## config.mk

```make
export PLATFORM = sky130hd
export DESIGN_NAME = pcpc_top
export DESIGN_NICKNAME = d
export VERILOG_FILES = /design/src/core/pcpc_pkg.sv /design/src/core/pcpc_top.sv
export SDC_FILE = /design/constraint.sdc
export NUM_CORES = 1
export LEC_CHECK = 0
export BUFFER_PORTS_ARGS = -buffer_cell sky130_fd_sc_hd__buf_2
export CAP_MARGIN = 0
export CORE_ASPECT_RATIO = 1.5
export CORE_UTILIZATION = 25
export DETAILED_ROUTE_END_ITERATION = 10
export HOLD_SLACK_MARGIN = 0.05
export PLACE_DENSITY = 0.52
export SLEW_MARGIN = 20
export SYNTH_ARGS = -nofsm -noshare
export SYNTH_HDL_FRONTEND = slang
export SYNTH_SLANG_ARGS = --single-unit
```

## constraint.sdc

```tcl
create_clock -name clk -period 4.1 [get_ports clk]
set_clock_uncertainty 0.2 [all_clocks]
set_input_delay 0.615 -clock clk [delete_from_list [all_inputs] [get_ports clk]]
set_output_delay 0.615 -clock clk [all_outputs]
set_load 0.01 [all_outputs]
```

## src/core/pcpc_pkg.sv

```systemverilog
// Constants shared by the pixel clock and phase comparator block.
// Operation
// - Three pixel clock inputs: fast external, oscillator input, internal I/O-derived 32MHz clock.
// - Control bits 0 and 1 select the pixel clock source.
// - Selected pixel clock passes a pre-scaler dividing by 1 to 8, bits 2 to 4.
// - Sound clock from internal 32MHz or 16MHz sound input, halved internally.
// - Two loadable down counters, reference and oscillator, feed a phase detector.
// - Software writes modulus minus one; counters reload with those values.
// - Bit 6 forces pump high, 7 clears reference counter, 14 forces low, 15 clears oscillator counter.
// - Pump output floats except while a correction is requested or bit 6 or 14 forces it; reset sets bit 14.
// - Pump drives high to raise oscillator frequency, low to lower it.
// - Locked oscillator frequency equals reference times v modulus over r modulus.
package pcpc_pkg;
    localparam int ADDR_W = 8;
    localparam logic [7:0] OFFS_CTRL = 8'h00;
    localparam logic [7:0] OFFS_SYNTH = 8'h04;
    localparam logic [7:0] OFFS_STATUS = 8'h08;
    localparam int CTRL_SEL_LSB = 0;
    localparam int CTRL_DIV_LSB = 2;
    localparam int CTRL_SOUND_BIT = 5;
    localparam int SYNTH_R_LSB = 0;
    localparam int SYNTH_FORCE_HI_BIT = 6;
    localparam int SYNTH_CLR_R_BIT = 7;
    localparam int SYNTH_V_LSB = 8;
    localparam int SYNTH_FORCE_LO_BIT = 14;
    localparam int SYNTH_CLR_V_BIT = 15;
    localparam int MOD_W = 6;
    localparam logic [5:0] CTRL_RESET = 6'h00;
    localparam logic [15:0] SYNTH_RESET = 16'hC080;
    localparam logic [1:0] SEL_IO32 = 2'h0;
    localparam logic [1:0] SEL_OSC = 2'h1;
    localparam logic [1:0] SEL_FAST = 2'h2;
    localparam logic [1:0] RESP_OKAY = 2'h0;
    localparam logic [1:0] RESP_SLVERR = 2'h2;
    typedef enum logic [1:0] {PUMP_IDLE, PUMP_UP, PUMP_DOWN} pcpc_pump_t;
endpackage

```

## src/core/pcpc_top.sv

```systemverilog
// Pixel and sound clock selection, pre-scaler and phase comparator with AXI4-Lite registers.
//
// The register addresses and register access over AXI4-Lite are this design's own decisions.
module pcpc_sync3 (
    // Clock and reset
    input wire logic clk,
    input wire logic arst_n,
    // Asynchronous level in, filtered level and rising edge out
    input wire logic async,
    output logic stable,
    output logic rise
);
    logic s1_reg;
    logic s2_reg;
    logic s3_reg;
    logic stable_reg;

    always_ff @(posedge clk or negedge arst_n)
    begin
        if (!arst_n)
        begin
            s1_reg <= 1'b0;
            s2_reg <= 1'b0;
            s3_reg <= 1'b0;
        end
        else
        begin
            s1_reg <= async;
            s2_reg <= s1_reg;
            s3_reg <= s2_reg;
        end
    end

    // A change is accepted only when the second and third stages agree.
    always_ff @(posedge clk or negedge arst_n)
    begin
        if (!arst_n)
            stable_reg <= 1'b0;
        else if (s2_reg == s3_reg)
            stable_reg <= s3_reg;
    end

    assign stable = stable_reg;
    assign rise = s2_reg & s3_reg & ~stable_reg;
endmodule

module pcpc_top (
    // Clock and reset
    input wire logic clk,
    input wire logic arst_n,
    // AXI4-Lite write address and data
    input wire logic [7:0] awaddr,
    input wire logic awvalid,
    output logic awready,
    input wire logic [31:0] wdata,
    input wire logic [3:0] wstrb,
    input wire logic wvalid,
    output logic wready,
    // AXI4-Lite write response
    output logic [1:0] bresp,
    output logic bvalid,
    input wire logic bready,
    // AXI4-Lite read
    input wire logic [7:0] araddr,
    input wire logic arvalid,
    output logic arready,
    output logic [31:0] rdata,
    output logic [1:0] rresp,
    output logic rvalid,
    input wire logic rready,
    // Clock pins
    input wire logic fastClockIn,
    input wire logic oscillator_clock_in,
    input wire logic io_clock_input,
    input wire logic soundClockIn,
    // Clock results
    output logic pixelClockTick,
    output logic soundClockOut,
    output logic oscillator_clock_inverted_out,
    // Pump pin, enable active low
    output logic phase_pump_output,
    output logic phasePumpOutEn_n
);
    logic fastRise;
    logic oscStable, oscRise;
    logic io_derived_32mhz_clock, ioRise;
    logic sndRise;

    // The internal 32MHz clock and the comparator reference are both the I/O clock input.
    pcpc_sync3 uFast (.clk(clk), .arst_n(arst_n), .async(fastClockIn), .stable(), .rise(fastRise));
    pcpc_sync3 uOsc (.clk(clk), .arst_n(arst_n), .async(oscillator_clock_in), .stable(oscStable), .rise(oscRise));
    pcpc_sync3 uIo (.clk(clk), .arst_n(arst_n), .async(io_clock_input), .stable(io_derived_32mhz_clock),
        .rise(ioRise));
    pcpc_sync3 uSnd (.clk(clk), .arst_n(arst_n), .async(soundClockIn), .stable(), .rise(sndRise));

    logic [5:0] ctrl_reg;
    logic [15:0] synth_reg;
    logic awready_reg, wready_reg, bvalid_reg, arready_reg, rvalid_reg;
    logic [7:0] awAddr_reg;
    logic [31:0] wData_reg;
    logic [3:0] wStrb_reg;
    logic [1:0] bresp_reg, rresp_reg;
    logic [31:0] rdata_reg;
    logic doWrite;
    logic [31:0] readWord;
    logic [1:0] readResp;

    // Write address and data are taken independently; the response waits for both.
    always_ff @(posedge clk or negedge arst_n)
    begin
        if (!arst_n)
        begin
            awready_reg <= 1'b1;
            awAddr_reg <= 8'h00;
        end
        else if (awvalid && awready_reg)
        begin
            awready_reg <= 1'b0;
            awAddr_reg <= awaddr;
        end
        else if (bvalid_reg && bready)
            awready_reg <= 1'b1;
    end

    always_ff @(posedge clk or negedge arst_n)
    begin
        if (!arst_n)
        begin
            wready_reg <= 1'b1;
            wData_reg <= 32'h0000_0000;
            wStrb_reg <= 4'h0;
        end
        else if (wvalid && wready_reg)
        begin
            wready_reg <= 1'b0;
            wData_reg <= wdata;
            wStrb_reg <= wstrb;
        end
        else if (bvalid_reg && bready)
            wready_reg <= 1'b1;
    end

    assign doWrite = !awready_reg && !wready_reg && !bvalid_reg;

    always_ff @(posedge clk or negedge arst_n)
    begin
        if (!arst_n)
        begin
            bvalid_reg <= 1'b0;
            bresp_reg <= pcpc_pkg::RESP_OKAY;
        end
        else if (doWrite)
        begin
            bvalid_reg <= 1'b1;
            bresp_reg <= (awAddr_reg == pcpc_pkg::OFFS_CTRL || awAddr_reg == pcpc_pkg::OFFS_SYNTH)
                ? pcpc_pkg::RESP_OKAY : pcpc_pkg::RESP_SLVERR;
        end
        else if (bvalid_reg && bready)
            bvalid_reg <= 1'b0;
    end

    always_ff @(posedge clk or negedge arst_n)
    begin
        if (!arst_n)
            ctrl_reg <= pcpc_pkg::CTRL_RESET;
        else if (doWrite && awAddr_reg == pcpc_pkg::OFFS_CTRL && wStrb_reg[0])
            ctrl_reg <= wData_reg[5:0];
    end

    // Software loads modulus minus one; the counters reload from these fields.
    always_ff @(posedge clk or negedge arst_n)
    begin
        if (!arst_n)
            synth_reg <= pcpc_pkg::SYNTH_RESET;
        else if (doWrite && awAddr_reg == pcpc_pkg::OFFS_SYNTH)
        begin
            if (wStrb_reg[0])
                synth_reg[7:0] <= wData_reg[7:0];
            if (wStrb_reg[1])
                synth_reg[15:8] <= wData_reg[15:8];
        end
    end

    logic [5:0] refCnt_reg, vcoCnt_reg;
    pcpc_pkg::pcpc_pump_t pumpState_reg;

    always_comb
    begin
        readWord = 32'h0000_0000;
        readResp = pcpc_pkg::RESP_OKAY;
        if (araddr == pcpc_pkg::OFFS_CTRL)
            readWord = {26'h000_0000, ctrl_reg};
        else if (araddr == pcpc_pkg::OFFS_SYNTH)
            readWord = 32'h0000_0000;
        else if (araddr == pcpc_pkg::OFFS_STATUS)
            readWord = {16'h0000, 2'h0, pumpState_reg, vcoCnt_reg, refCnt_reg};
        else
            readResp = pcpc_pkg::RESP_SLVERR;
    end

    always_ff @(posedge clk or negedge arst_n)
    begin
        if (!arst_n)
        begin
            arready_reg <= 1'b1;
            rvalid_reg <= 1'b0;
            rdata_reg <= 32'h0000_0000;
            rresp_reg <= pcpc_pkg::RESP_OKAY;
        end
        else if (arvalid && arready_reg)
        begin
            arready_reg <= 1'b0;
            rvalid_reg <= 1'b1;
            rdata_reg <= readWord;
            rresp_reg <= readResp;
        end
        else if (rvalid_reg && rready)
        begin
            rvalid_reg <= 1'b0;
            arready_reg <= 1'b1;
        end
    end

    // Pixel source select and pre-scaler.
    logic pixRise;
    logic [2:0] divCnt_reg;
    logic pixTick_reg;
    logic [2:0] divField;
    assign divField = ctrl_reg[pcpc_pkg::CTRL_DIV_LSB +: 3];

    always_comb
    begin
        unique case (ctrl_reg[pcpc_pkg::CTRL_SEL_LSB +: 2])
            pcpc_pkg::SEL_IO32: pixRise = ioRise;
            pcpc_pkg::SEL_OSC: pixRise = oscRise;
            pcpc_pkg::SEL_FAST: pixRise = fastRise;
            default: pixRise = 1'b0;
        endcase
    end

    // Field value n gives one tick every n plus one source edges.
    always_ff @(posedge clk or negedge arst_n)
    begin
        if (!arst_n)
        begin
            divCnt_reg <= 3'h0;
            pixTick_reg <= 1'b0;
        end
        else
        begin
            pixTick_reg <= pixRise && divCnt_reg >= divField;
            if (pixRise)
                divCnt_reg <= (divCnt_reg >= divField) ? 3'h0 : divCnt_reg + 3'h1;
        end
    end

    // Sound clock toggles on each chosen edge, halving the source.
    logic soundClk_reg;
    logic sndSrcRise;
    assign sndSrcRise = ctrl_reg[pcpc_pkg::CTRL_SOUND_BIT] ? sndRise : ioRise;

    always_ff @(posedge clk or negedge arst_n)
    begin
        if (!arst_n)
            soundClk_reg <= 1'b0;
        else if (sndSrcRise)
            soundClk_reg <= ~soundClk_reg;
    end

    logic oscInv_reg;
    always_ff @(posedge clk or negedge arst_n)
    begin
        if (!arst_n)
            oscInv_reg <= 1'b1;
        else
            oscInv_reg <= ~oscStable;
    end

    // Reference and oscillator down counters.
    logic [5:0] rMod, vMod;
    logic refClear, vcoClear, refTerm, vcoTerm;
    assign rMod = synth_reg[pcpc_pkg::SYNTH_R_LSB +: pcpc_pkg::MOD_W];
    assign vMod = synth_reg[pcpc_pkg::SYNTH_V_LSB +: pcpc_pkg::MOD_W];
    assign refClear = synth_reg[pcpc_pkg::SYNTH_CLR_R_BIT];
    assign vcoClear = synth_reg[pcpc_pkg::SYNTH_CLR_V_BIT];
    assign refTerm = ioRise && !refClear && refCnt_reg == 6'h00;
    assign vcoTerm = oscRise && !vcoClear && vcoCnt_reg == 6'h00;

    always_ff @(posedge clk or negedge arst_n)
    begin
        if (!arst_n)
            refCnt_reg <= 6'h00;
        else if (refClear)
            refCnt_reg <= 6'h00;
        else if (ioRise)
            refCnt_reg <= refTerm ? rMod : refCnt_reg - 6'h01;
    end

    always_ff @(posedge clk or negedge arst_n)
    begin
        if (!arst_n)
            vcoCnt_reg <= 6'h00;
        else if (vcoClear)
            vcoCnt_reg <= 6'h00;
        else if (oscRise)
            vcoCnt_reg <= vcoTerm ? vMod : vcoCnt_reg - 6'h01;
    end

    // Phase detector: whichever terminal count comes first opens a correction the other closes.
    always_ff @(posedge clk or negedge arst_n)
    begin
        if (!arst_n)
            pumpState_reg <= pcpc_pkg::PUMP_IDLE;
        else if (refTerm && vcoTerm)
            pumpState_reg <= pcpc_pkg::PUMP_IDLE;
        else if (refTerm)
            pumpState_reg <= (pumpState_reg == pcpc_pkg::PUMP_DOWN) ? pcpc_pkg::PUMP_IDLE : pcpc_pkg::PUMP_UP;
        else if (vcoTerm)
            pumpState_reg <= (pumpState_reg == pcpc_pkg::PUMP_UP) ? pcpc_pkg::PUMP_IDLE : pcpc_pkg::PUMP_DOWN;
    end

    // Forcing low wins over forcing high, since a runaway oscillator cannot recover.
    logic pump_reg, pumpEn_n_reg;
    logic forceHi, forceLo;
    assign forceHi = synth_reg[pcpc_pkg::SYNTH_FORCE_HI_BIT];
    assign forceLo = synth_reg[pcpc_pkg::SYNTH_FORCE_LO_BIT];

    always_ff @(posedge clk or negedge arst_n)
    begin
        if (!arst_n)
        begin
            pump_reg <= 1'b0;
            pumpEn_n_reg <= 1'b1;
        end
        else if (forceLo)
        begin
            pump_reg <= 1'b0;
            pumpEn_n_reg <= 1'b0;
        end
        else if (forceHi)
        begin
            pump_reg <= 1'b1;
            pumpEn_n_reg <= 1'b0;
        end
        else
        begin
            pump_reg <= (pumpState_reg == pcpc_pkg::PUMP_UP);
            pumpEn_n_reg <= (pumpState_reg == pcpc_pkg::PUMP_IDLE);
        end
    end

    assign awready = awready_reg;
    assign wready = wready_reg;
    assign bvalid = bvalid_reg;
    assign bresp = bresp_reg;
    assign arready = arready_reg;
    assign rvalid = rvalid_reg;
    assign rdata = rdata_reg;
    assign rresp = rresp_reg;
    assign pixelClockTick = pixTick_reg;
    assign soundClockOut = soundClk_reg;
    assign oscillator_clock_inverted_out = oscInv_reg;
    assign phase_pump_output = pump_reg;
    assign phasePumpOutEn_n = pumpEn_n_reg;
endmodule

```

**After elaboration in Yosys (flattened, before gate mapping)**

Index checks and enable logic that the tools add are counted.

- $add $sub $neg: 3
- Order comparisons: 1
- Eq/ne operators: 11
- Bitwise operators: 13
- Reductions and logical operators: 37
- Mux-type cells: 34

Operators with widths:

| kind | number |
|---|---|
| $mux W14 | 3 |
| $mux W6 | 6 |
| $eq A8 B3 Y1 const B | 2 |
| $logic_and A1 B1 Y1 | 16 |
| $logic_not A8 Y1 | 2 |
| $mux W2 | 8 |
| $mux W1 | 15 |
| $logic_not A6 Y1 | 2 |
| $reduce_bool A2 Y1 | 6 |
| $sub A6 B1 Y6 const B | 2 |
| $and A1 B1 Y1 | 8 |
| $eq A8 B4 Y1 const B | 1 |
| $logic_not A1 Y1 | 5 |
| $not A1 Y1 | 5 |
| $eq A1 B1 Y1 | 4 |
| $eq A2 B1 Y1 const B | 2 |
| $eq A2 B2 Y1 const B | 2 |
| $logic_not A2 Y1 | 2 |
| $reduce_and A2 Y1 | 2 |
| $add A3 B1 Y3 const B | 1 |
| $ge A3 B3 Y1 | 1 |
| $mux W3 | 1 |
| $pmux W1 S3 | 1 |
| $reduce_bool A3 Y1 | 1 |
| $logic_or A1 B1 Y1 | 1 |

- Flip-flop bits (word level): 127
- Output and inout bits: 46

**Longest topological paths before layout**

Gate-level depths: netlist of run 1.

- Depth in word-level cells: 7
- Gate-level depth with buffers: 8
- Mapped depth without buffers: 6

**Cells and area by module**

Synthesis of run 1 repeated with hierarchy kept, for this count alone.

- Cells, all modules: 380
- Area total of the unflattened synthesis: 4707.0 um^2

By module, submodules not included:

| module | instances | cells an instance | area an instance (um^2) | seq. area each (um^2) |
|---|---|---|---|---|
| pcpc_top | 1 | 352 | 4171.5 | 2287.2 |
| pcpc_sync3 | 4 | 7 | 133.9 | 100.1 |

**Worst setup path before layout of run 1**

OpenSTA, ideal clock, no wires.

- Kind: register to register
- From: register awAddr_reg[5]
- To: register synth_reg[0]
- Clock period less this slack: 2.129 ns
- Library setup time: 0.125 ns
- Path buffers: 1
- Required time: 3.775 ns
- Setup slack: 1.971 ns
- Data arrival time: 1.804 ns
- Cell stages (with the launch flop): 6
- Path through: dfrtp_1 -> or4_4 -> nor4_4 -> and4_1 -> buf_4 -> mux2_2

- Word-level cells in the longest chain between the ends: 3

RTL lines:

| item | RTL line | text |
|---|---|---|
| start, declared | pcpc_top.sv:99 | `logic [7:0] awAddr_reg;` |
| start signal, assigned | pcpc_top.sv:119 | `awAddr_reg <= awaddr;` |
| $eq A8 B3 Y1 | pcpc_top.sv:175 | `else if (doWrite && awAddr_reg == pcpc_pkg::OFFS_SYNTH)` |
| $logic_and A1 B1 Y1 | pcpc_top.sv:175 |  |
| $reduce_and A2 Y1 (no source line) | -- |  |
| end signal, assigned | pcpc_top.sv:174 | `synth_reg <= pcpc_pkg::SYNTH_RESET;` |
| end signal, assigned | pcpc_top.sv:178 | `synth_reg[7:0] <= wData_reg[7:0];` |
| end, declared | pcpc_top.sv:97 | `logic [15:0] synth_reg;` |

Every way passes these cells.
A chain may end at the register's enable or synchronous reset.

**Worst setup path in the final report of run 1**

- From: register refCnt_reg[0]
- To: register refCnt_reg[3]

- Word-level cells in the longest chain between the ends: 5
- Elaborated cells on any way between the ends: 6

RTL lines:

| item | RTL line | text |
|---|---|---|
| start, declared | pcpc_top.sv:184 | `logic [5:0] refCnt_reg, vcoCnt_reg;` |
| start signal, assigned | pcpc_top.sv:296 | `refCnt_reg <= refTerm ? rMod : refCnt_reg - 6'h01;` |
| parallel branches: the longest is 2 deep, another holds $sub A6 B1 Y6 | -- |  |
| $mux W6 (*) | pcpc_top.sv:296 |  |
| $mux W6 (*) | pcpc_top.sv:295 | `else if (ioRise)` |
| $mux W6 (*) | pcpc_top.sv:293 | `else if (refClear)` |

Every way passes the cells marked *. The select of a mux whose other input is x is not followed.

==> impl_metrics.py, run 1 <==
metrics = {
    "power": {
        "p_leak_uw": 0.00257,
        "ir_worst_vdd_v": 0.000285,
        "power.density_nw_per_um2": 601,
    },
    "cts": {
        "path_clk_slew_ns": 0.07,
        "cts.sinks": 107,
        "cts-resized-gates": 0,
        "tritoncts": "done",
        "root_buffer": "clkbuf_16",
        "hold_buffers": 0,
        "ctsLongestPathBuffers": 2,
        "cts-htree-levels": 3,
        "insertion_delay_ns": 0.34,
        "post_cts_buffers": 0,
        "cts_made_buffers": 9,
    },
    "finish": {
        "area_growth_pct": 18.3,
        "multi_input_area_um2": 1750,
        "drive_above_1_share": 0.349,
        "layout_commonest_cell": "dfrtp_1",
        "nFillCells": 1842,
        "antenna_cells": 0,
        "design_area_um2": 5470,
        "nNetsFinal": 509,
        "final_cell_mix": "dfrtp_1 (99), buf_2 (69), mux2_2 (54), nand2_1 (24), conb_1 (20)",
        "seqCellArea_um2": 2690,
        "final_util": 0.304,
    },
    "setup_path": {
        "critPathLaunchType": "flop",
        "crit_fanout": 9,
        "worstPathRequired_ns": 4.13,
        "cp.arrival_ns": 2.55,
        "worstSetupPathType": "reg -> reg",
        "end_kind": "flop",
    },
    "placement": {
        "postPlaceCellArea_um2": 5140,
        "dp_hpwl_um": 6940,
        "gp_congestion": 0.734,
        "post-place-ws_ns": 1.46,
        "portBuffers": 70,
    },
    "sta": {
        "min_period_over_period": 0.613,
        "fin_crit_ns": 2.51,
        "slew_headroom": 0.367,
        "drv_slew": 0,
        "fin_ws_ns": 1.59,
        "fmax_mhz": 398,
        "tns_ns": 0,
        "setup_viol": 0,
        "rsz0062_at_grt": "no",
        "worstMarginPinSlew_ns": 0.942,
        "finalHoldViolCount": 0,
    },
    "drt": {
        "drc": 0,
        "ant_nets": 0,
        "top_layer": "met4",
        "met3_length_um": 411,
        "viasPerCell": 4.50,
        "wl_met1_um": 3780,
        "dr.pass1.iters": 4,
        "vias": 2953,
        "first_iter_violations": 91,
        "wl_um": 9170,
        "route.met2.wl_um": 4750,
        "wire_per_inst_um": 14.0,
    },
    "global_routing": {
        "overflow": 0,
        "grt_pass1_wl_um": 15400,
        "antenna_found_initial": 0,
        "grt_usage": 0.104,
        "grt_max_degree": 68,
        "grt_pass1_vias": 3091,
    },
    "floorplanning": {
        "dieArea_um2": 19100,
        "io_pins": 109,
        "die_x_um": 113,
        "start_util": 0.257,
        "fp-row-count": 60,
        "core-area_um2": 18000,
        "chipHeight_um": 169,
    },
    "outcome": {
        "status": "complete, no violations",
    },
    "synthesis": {
        "ys_seq_area_frac": 0.581,
        "synth_xor_area_frac": 0.00189,
        "synth-edff-count": 0,
        "syn_area_um2": 4630,
        "synth_top_family_by_area": "multiplexers",
        "synth-adder-area-share": 0.0325,
        "synth-compound-area-share": 0.0763,
        "synth.distinct_cells": 45,
        "synth-simple-area-share": 0.0952,
        "ys.flop_type": "dfrtp_1",
        "async_reset_ff_frac": 1.00,
        "syn_inst": 362,
        "synth_warnings": 0,
        "avgSynthCellArea_um2": 12.8,
        "synthMuxAreaShare": 0.155,
        "ys_ff_latch": 107,
    },
    "run": {
        "maxCapViolCount": 0,
    },
    "min_path": {
        "hold_path_class": "reg -> reg",
    },
}
-- stage by stage --
stage                     cells  hold WS, ns  total power (uW)
after floorplan             381        0.119              2130
after global placement      640        0.131              2330
after detailed placement    640        0.136              2380
after CTS                   656        0.152              3340
after global routing        656        0.163              3510
final                       656        0.150              3290
-- final timing paths --
path	startpoint	end	slack, ns	cells past startpoint
setup / recovery	refCnt_reg[0]	refCnt_reg[3]	1.59	7
hold / removal	uFast.s1_reg	uFast.s2_reg	0.15	0
setup reg to reg	refCnt_reg[0]	refCnt_reg[3]	1.59	7
hold reg to reg	uFast.s1_reg	uFast.s2_reg	0.15	0
max in group asynchronous	arst_n	synth_reg[7]	2.61	2
min in group asynchronous	arst_n	wData_reg[4]	0.16	1
-- power by group --
group          internal, uW  leakage, uW  switching (uW)  total, uW
logic                   378      0.00108             333        711
registers              1370      0.00134             261       1630
clock network           572     0.000160             380        952
-- Yosys cell counts (2+ instances only) --
library cell / instances / area (um^2)
nor3_1: 4 / 20.0
nand2_1: 24 / 90.1
a31oi_1: 3 / 18.8
dfstp_2: 8 / 210
buf_4: 22 / 165
nor4_1: 5 / 31.3
a211oi_1: 3 / 22.5
a21o_1: 2 / 15.0
or3_1: 2 / 12.5
a32o_1: 9 / 90.1
nor2b_1: 3 / 18.8
mux2_2: 54 / 608
a32oi_1: 2 / 17.5
nand2b_1: 6 / 37.5
a311oi_1: 2 / 17.5
a21oi_1: 9 / 45.0
mux2i_1: 11 / 110
o41ai_1: 4 / 35.0
nor2_1: 12 / 45.0
dfrtp_1: 99 / 2480
or4_1: 3 / 22.5
ha_1: 12 / 150
inv_1: 17 / 63.8
nor4bb_1: 2 / 20.0
clkbuf_1: 7 / 26.3
o22ai_1: 2 / 12.5
o21ai_0: 11 / 55.1
nand3_1: 7 / 35.0
-- layout make-up --
cell class / instances / share of cell area
flip-flops and latches: 107 / 0.491
multi-input cells: 226 / 0.319
well taps: 217 / 0.0496
inverters: 17 / 0.0117
repair buffers: 73 / 0.0686
clock inverters: 3 / 0.0126
clock buffers: 13 / 0.0476
-- per-layer routing --
metal  vias up  global-route usage
met3        12              0.0201
met4         0              0.0521
met2        94               0.181
met5         -                   0
li1       1412                   -
met1      1435               0.123
-- logic make-up after synthesis --
| family | count (synthesis) |
|---|---|
| buf+inv | 48 |
| fa+ha+maj | 12 |
| other cells | 1 |
| compound gates | 50 |
| mux | 65 |
| xor+xnor | 1 |
| flops | 107 |
| simple gates | 78 |
-- worst max-delay path: stages, from the launching register on --
cell	delay, ns
dfrtp_1	0.47
inv_1	0.12
ha_1	0.20
nand2b_1	0.06
nor4_1	0.54
buf_4	0.28
mux2_2	0.34
a32o_1	0.20
No activity file was read; power rests on OpenSTA's default activity.
==> run 2: changes to the inputs <==
- PLACE_DENSITY: 0.52 -> 0.54
- clock period: 4.1 -> 2.2 ns (I/O delays scaled with it)
==> impl_metrics.py, run 2 (synthesized netlist as in run 1, its figures left out) <==
metrics = {
    "outcome": {
        "status": "complete, no violations",
    },
    "floorplanning": {
        "chipHeight_um": 169,
        "fp-row-count": 60,
        "dieArea_um2": 19100,
        "core-area_um2": 18000,
        "die_x_um": 113,
        "start_util": 0.257,
        "io_pins": 109,
    },
    "finish": {
        "area_growth_pct": 29.9,
        "layout_commonest_cell": "dfrtp_1",
        "antenna_cells": 0,
        "seqCellArea_um2": 2690,
        "finalNonFillerCells": 709,
        "nFillCells": 1806,
        "design_area_um2": 6010,
        "nNetsFinal": 562,
        "final_cell_mix": "dfrtp_1 (99), buf_2 (69), mux2_2 (53), dlygate4sd3_1 (38), nand2_1 (24)",
        "drive_above_1_share": 0.348,
        "multi_input_area_um2": 1770,
    },
    "placement": {
        "dp_hpwl_um": 7080,
        "gp_congestion": 0.775,
        "numPlacedInstances": 655,
        "portBuffers": 70,
        "postPlaceCellArea_um2": 5290,
    },
    "cts": {
        "post_cts_buffers": 0,
        "cts_made_buffers": 9,
        "ctsLongestPathBuffers": 2,
        "path_clk_slew_ns": 0.07,
        "insertion_delay_ns": 0.35,
        "tritoncts": "done",
        "cts.sinks": 107,
        "root_buffer": "clkbuf_16",
        "cts-htree-levels": 3,
    },
    "setup_path": {
        "reg2reg_slack_ns": 0.004,
        "r2r_start": "awAddr_reg[5]",
        "cp.arrival_ns": 2.23,
        "worstSetupEndpoint": "synth_reg[1]",
        "worstPathRequired_ns": 2.23,
        "crit_slowest_cell": "or4_4",
        "critPathLaunchType": "flop",
        "reg2reg_depth": 5,
        "r2r-end": "synth_reg[1]",
        "critical_path.max_stage_delay_ns": 0.55,
        "worstSetupPathType": "reg -> reg",
        "crit_fanout": 8,
        "end_kind": "flop",
        "crit_chain": "or4_4, nor4_4, and4_4, buf_12, mux2_2",
        "cp-startpoint": "awAddr_reg[5]",
    },
    "sta": {
        "setup_viol": 0,
        "min_period_over_period": 0.998,
        "tns_ns": 0,
        "drv_slew": 0,
        "fmax_mhz": 455,
        "finalHoldViolCount": 0,
        "fin_crit_ns": 2.20,
        "rsz0062_at_grt": "yes",
    },
    "power": {
        "power.density_nw_per_um2": 1030,
        "ir_worst_vdd_v": 0.000489,
        "p_leak_uw": 0.00282,
    },
    "global_routing": {
        "overflow": 0,
        "grt_max_degree": 41,
        "grt_pass1_vias": 3322,
        "antenna_found_initial": 0,
        "grt_pass1_wl_um": 16300,
        "grt_usage": 0.110,
    },
    "drt": {
        "wire_per_inst_um": 13.6,
        "first_iter_violations": 155,
        "vias": 3187,
        "wl_um": 9610,
        "viasPerCell": 4.50,
        "dr.pass1.iters": 4,
        "ant_nets": 0,
        "drc": 0,
    },
    "run": {
        "maxCapViolCount": 0,
    },
    "min_path": {
        "hold_path_class": "in -> reg",
    },
}
-- run 2: report_power, final --
| part | internal (uW) | switching [uW] |
|---|---|---|
| sequential | 2540 | 457 |
| clock | 903 | 767 |
| combinational | 831 | 699 |
| total | 4280 | 1920 |
-- run 2: worst min-delay path by stage --
stage	startpoint	endpoint	cells past startpoint
finish	araddr[2]	rresp[1]	3
floorplan	arst_n	awAddr_reg[0]	0
detailed placement	arst_n	wData_reg[4]	1
CTS	bready	awready	3
global placement	arst_n	uIo.s2_reg	1
global route	araddr[2]	rresp[1]	3
-- run 2: routing by layer --
metal | GRT usage | vias up | share of wire
met3 | 0.0186 | 17 | 0.035
met2 | 0.195 | 91 | 0.52
met1 | 0.124 | 1562 | 0.41
met4 | 0.0618 | 0 | 0.030
met5 | 0 | - | 0
li1 | - | 1517 | -
-- run 2: what timing repair did --
item / CTS / global route
gates cloned: 0 / 0
gates resized for setup: 1 / 3
endpoints found under the hold margin: 59 / 1
setup endpoints to repair: 13 / 22
hold buffers: 37 / 1
-- run 2: critical path, delay by kind of cell (launching register included) --
family / cells / cell delay [ns]
buffers and inverters: 1 / 0.12
DFF: 1 / 0.38
muxes: 1 / 0.32
and+or+nand+nor: 3 / 1.05
-- run 2: final cells by class --
class / count / share of cell area
Timing Repair Buffer: 126 / 0.151
Tap cell: 217 / 0.0452
Clock buffer: 9 / 0.0375
Clock inverter: 7 / 0.0140
Multi-Input combinational cell: 226 / 0.295
Sequential cell: 107 / 0.447
Inverter: 17 / 0.0106
-- run 2: per-stage QoR --
step | total power (uW) | setup WS [ns] | util | hold slack, ns
6_report | 6200 | 0.00429 | 0.333 | 0.116
5_1_grt | 6630 | -0.0767 | 0.333 | 0.148
4_1_cts | 6290 | -0.0254 | 0.332 | 0.0586
3_5_place_dp | 4510 | -0.0654 | 0.294 | 0.0857
3_3_place_gp | 4420 | -0.0367 | 0.294 | 0.0833
2_1_floorplan | 3960 | 0.0711 | - | -0.166
==> run 3: changes to the inputs <==
- ABC_AREA: default -> 1
- PLACE_DENSITY: 0.54 -> 0.53
==> impl_metrics.py, run 3 <==
metrics = {
    "synthesis": {
        "synth_xor_area_frac": 0.00705,
        "syn_area_um2": 4970,
        "synth_top_area_frac": 0.499,
        "synthMuxAreaShare": 0.0136,
        "syn_inst": 550,
        "synth-compound-area-share": 0.0942,
        "synth_common_cells": "nand2_1 (128), dfrtp_1 (99), inv_1 (70)",
        "synth_most_common_cell": "nand2_1",
        "ys.flop_type": "dfrtp_1",
        "ys_seq_area_frac": 0.541,
        "synth.distinct_cells": 30,
        "ys_ff_latch": 107,
        "avgSynthCellArea_um2": 9.03,
        "synth-adder-area-share": 0.0302,
        "synth-simple-area-share": 0.215,
        "synth-edff-count": 0,
        "synth_warnings": 0,
        "synth_top_family_by_area": "simple AND/OR/NAND/NOR gates",
        "yosys.area.top_type": "dfrtp_1",
        "synth.area.top_cells": "dfrtp_1 (50%), nand2_1 (9.7%), inv_1 (5.3%)",
        "async_reset_ff_frac": 1.00,
    },
    "setup_path": {
        "critical_path.max_stage_delay_ns": 0.35,
        "r2r-end": "vcoCnt_reg[0]",
        "cp.arrival_ns": 1.85,
        "path_common_cell": "inv_1",
        "worstSetupPathType": "reg -> reg",
        "crit_slowest_cell": "dfrtp_1",
        "r2r_start": "uOsc.s3_reg",
        "critPathLaunchType": "flop",
        "reg2reg_slack_ns": 0.43,
        "reg2reg_depth": 9,
        "crit_buf_inv": 3,
        "crit_fanout": 10,
        "worstPathRequired_ns": 2.28,
        "crit_family": "simple AND/OR/NAND/NOR gates",
        "end_kind": "flop",
        "crit_chain": "ha_1, inv_1, nor2_2, nand2_1, inv_1, nand2_2, inv_1, nand2_1, nand3_1",
    },
    "finish": {
        "final_cell_mix": "nand2_1 (128), dfrtp_1 (99), inv_1 (70), buf_2 (69), nor2_1 (49)",
        "layout_commonest_cell": "nand2_1",
        "antenna_cells": 0,
        "drive_above_1_share": 0.226,
        "area_growth_pct": 23.7,
        "nNetsFinal": 730,
    },
    "sta": {
        "finalHoldViolCount": 0,
        "slew_headroom": 0.662,
        "fmax_mhz": 565,
        "drv_slew": 0,
        "worstMarginPinSlew_ns": 0.502,
        "tns_ns": 0,
        "setup_viol": 0,
        "rsz0062_at_grt": "no",
        "min_period_over_period": 0.805,
        "fin_crit_ns": 1.77,
    },
    "floorplanning": {
        "start_util": 0.257,
        "fp-row-count": 62,
        "io_pins": 109,
        "die_x_um": 117,
        "chipHeight_um": 175,
        "dieArea_um2": 20400,
        "core-area_um2": 19300,
    },
    "placement": {
        "gp_congestion": 0.764,
        "portBuffers": 70,
        "dp_hpwl_um": 7630,
    },
    "power": {
        "clockPowerShare": 0.254,
        "comb_power_share": 0.284,
        "power.density_nw_per_um2": 995,
        "pwr-share-seq": 0.462,
        "ir_worst_vdd_v": 0.000360,
        "p_total_uw": 6110,
        "p_leak_uw": 0.00310,
        "power.internal_uw": 3960,
        "switching_power_uw": 2150,
        "swShare": 0.351,
    },
    "cts": {
        "cts_made_buffers": 9,
        "tritoncts": "done",
        "cts-htree-levels": 3,
        "ctsLongestPathBuffers": 2,
        "root_buffer": "clkbuf_16",
        "path_clk_slew_ns": 0.07,
        "insertion_delay_ns": 0.35,
        "cts.sinks": 107,
    },
    "drt": {
        "wire_per_inst_um": 11.2,
        "vias": 3669,
        "wl_um": 10300,
        "drc": 0,
        "dr.pass1.iters": 4,
        "first_iter_violations": 110,
        "ant_nets": 0,
        "viasPerCell": 4.01,
    },
    "outcome": {
        "status": "complete, no violations",
    },
    "global_routing": {
        "overflow": 0,
        "grt_pass1_wl_um": 17100,
        "grt_max_degree": 38,
        "antenna_found_initial": 0,
        "grt_usage": 0.109,
        "grt_pass1_vias": 3610,
    },
    "min_path": {
        "hold_end": "wData_reg[14]",
        "whs_path_depth": 3,
        "min-delay-start": "wdata[14]",
        "hold_path_class": "in -> reg",
    },
    "run": {
        "maxCapViolCount": 0,
    },
}
run 3: cell types whose count changed after synthesis, sizes merged, moves of 6 or more:
| cell | before | now |
|---|---|---|
| nand2 | 24 | 138 |
| inv | 17 | 71 |
| mux2 | 54 | 6 |
| nor2 | 12 | 59 |
| nand3 | 7 | 39 |
| o21ai | 11 | 40 |
| a21oi | 9 | 34 |
| mux2i | 11 | 0 |
| a32o | 9 | 0 |
| nand2b | 6 | 0 |
run 3: what timing repair did:
item                                   in CTS  in global routing
resized for setup                           0                  0
hold buffers                               30                  0
setup buffers                               0                  0
endpoints found under the hold margin      54                  0
run 3: kinds of logic (layout without fill, tap and decap cells):
group | after synthesis | count (layout)
and+or+nand+nor | 242 | 242
DFF | 107 | 107
buffers and inverters | 101 | 192
AOI/OAI and AO/OA | 77 | 77
adders and majority gates | 12 | 12
muxes | 6 | 6
xor gates and xnor gates | 4 | 4
other | 1 | 20
run 3: layer usage:
layer,part of all wire,vias up,wire length (um),track usage
li1,-,1904,-,-
met1,0.43,1684,4390,0.125
met2,0.51,64,5240,0.186
met3,0.032,17,324,0.0201
met4,0.031,0,323,0.0638
met5,0,-,0,0
run 3: cell type report:
type	count	area (um^2)
timing repair buffer	105	716
tap	256	320
fill	2062	13200
sequential	107	2690
clock buffer	10	239
multi-input combinational	361	1860
clock inverter	6	47.5
inverter	71	267
run 3: power groups by stage:
stage	Sequential (uW)	Clock (uW)	Combinational [uW]
2_1_floorplan	2810	0	1300
3_3_place_gp	2850	0	1710
3_5_place_dp	2860	0	1730
4_1_cts	2830	1620	1780
5_1_grt	2890	1700	2000
6_report	2820	1560	1730
run 3: worst register-to-register path: stages, from the launching register on:
cell and delay (ns):
dfrtp_1 0.35, ha_1 0.14, inv_1 0.04, nor2_2 0.23, nand2_1 0.18, inv_1 0.14
nand2_2 0.15, inv_1 0.13, nand2_1 0.07, nand3_1 0.08
run 3: per-stage QoR:
stage          area (um^2)  std cells  hold slack, ns   util  worst slack (ns)
6_report              6140        916          0.0470  0.318             0.429
5_1_grt               6140        916          0.0552  0.318             0.258
4_1_cts               6140        916          0.0501  0.318             0.378
3_5_place_dp          5550        870          0.0937  0.288             0.403
3_3_place_gp          5550        870          0.0885  0.288             0.433
2_1_floorplan         5040        569          -0.166      -             0.707
run 3: how the worst max path moves through the flow:
stage | from | endpoint | slack, ns | cells after the start
floorplan | vcoCnt_reg[0] | vcoCnt_reg[0] | 0.71 | 8
global placement | uOsc.s3_reg | vcoCnt_reg[0] | 0.43 | 9
detailed placement | uOsc.s3_reg | vcoCnt_reg[0] | 0.40 | 9
CTS | uOsc.s3_reg | vcoCnt_reg[0] | 0.38 | 9
global route | uOsc.s2_reg | vcoCnt_reg[0] | 0.26 | 9
finish | uOsc.s3_reg | vcoCnt_reg[0] | 0.43 | 9
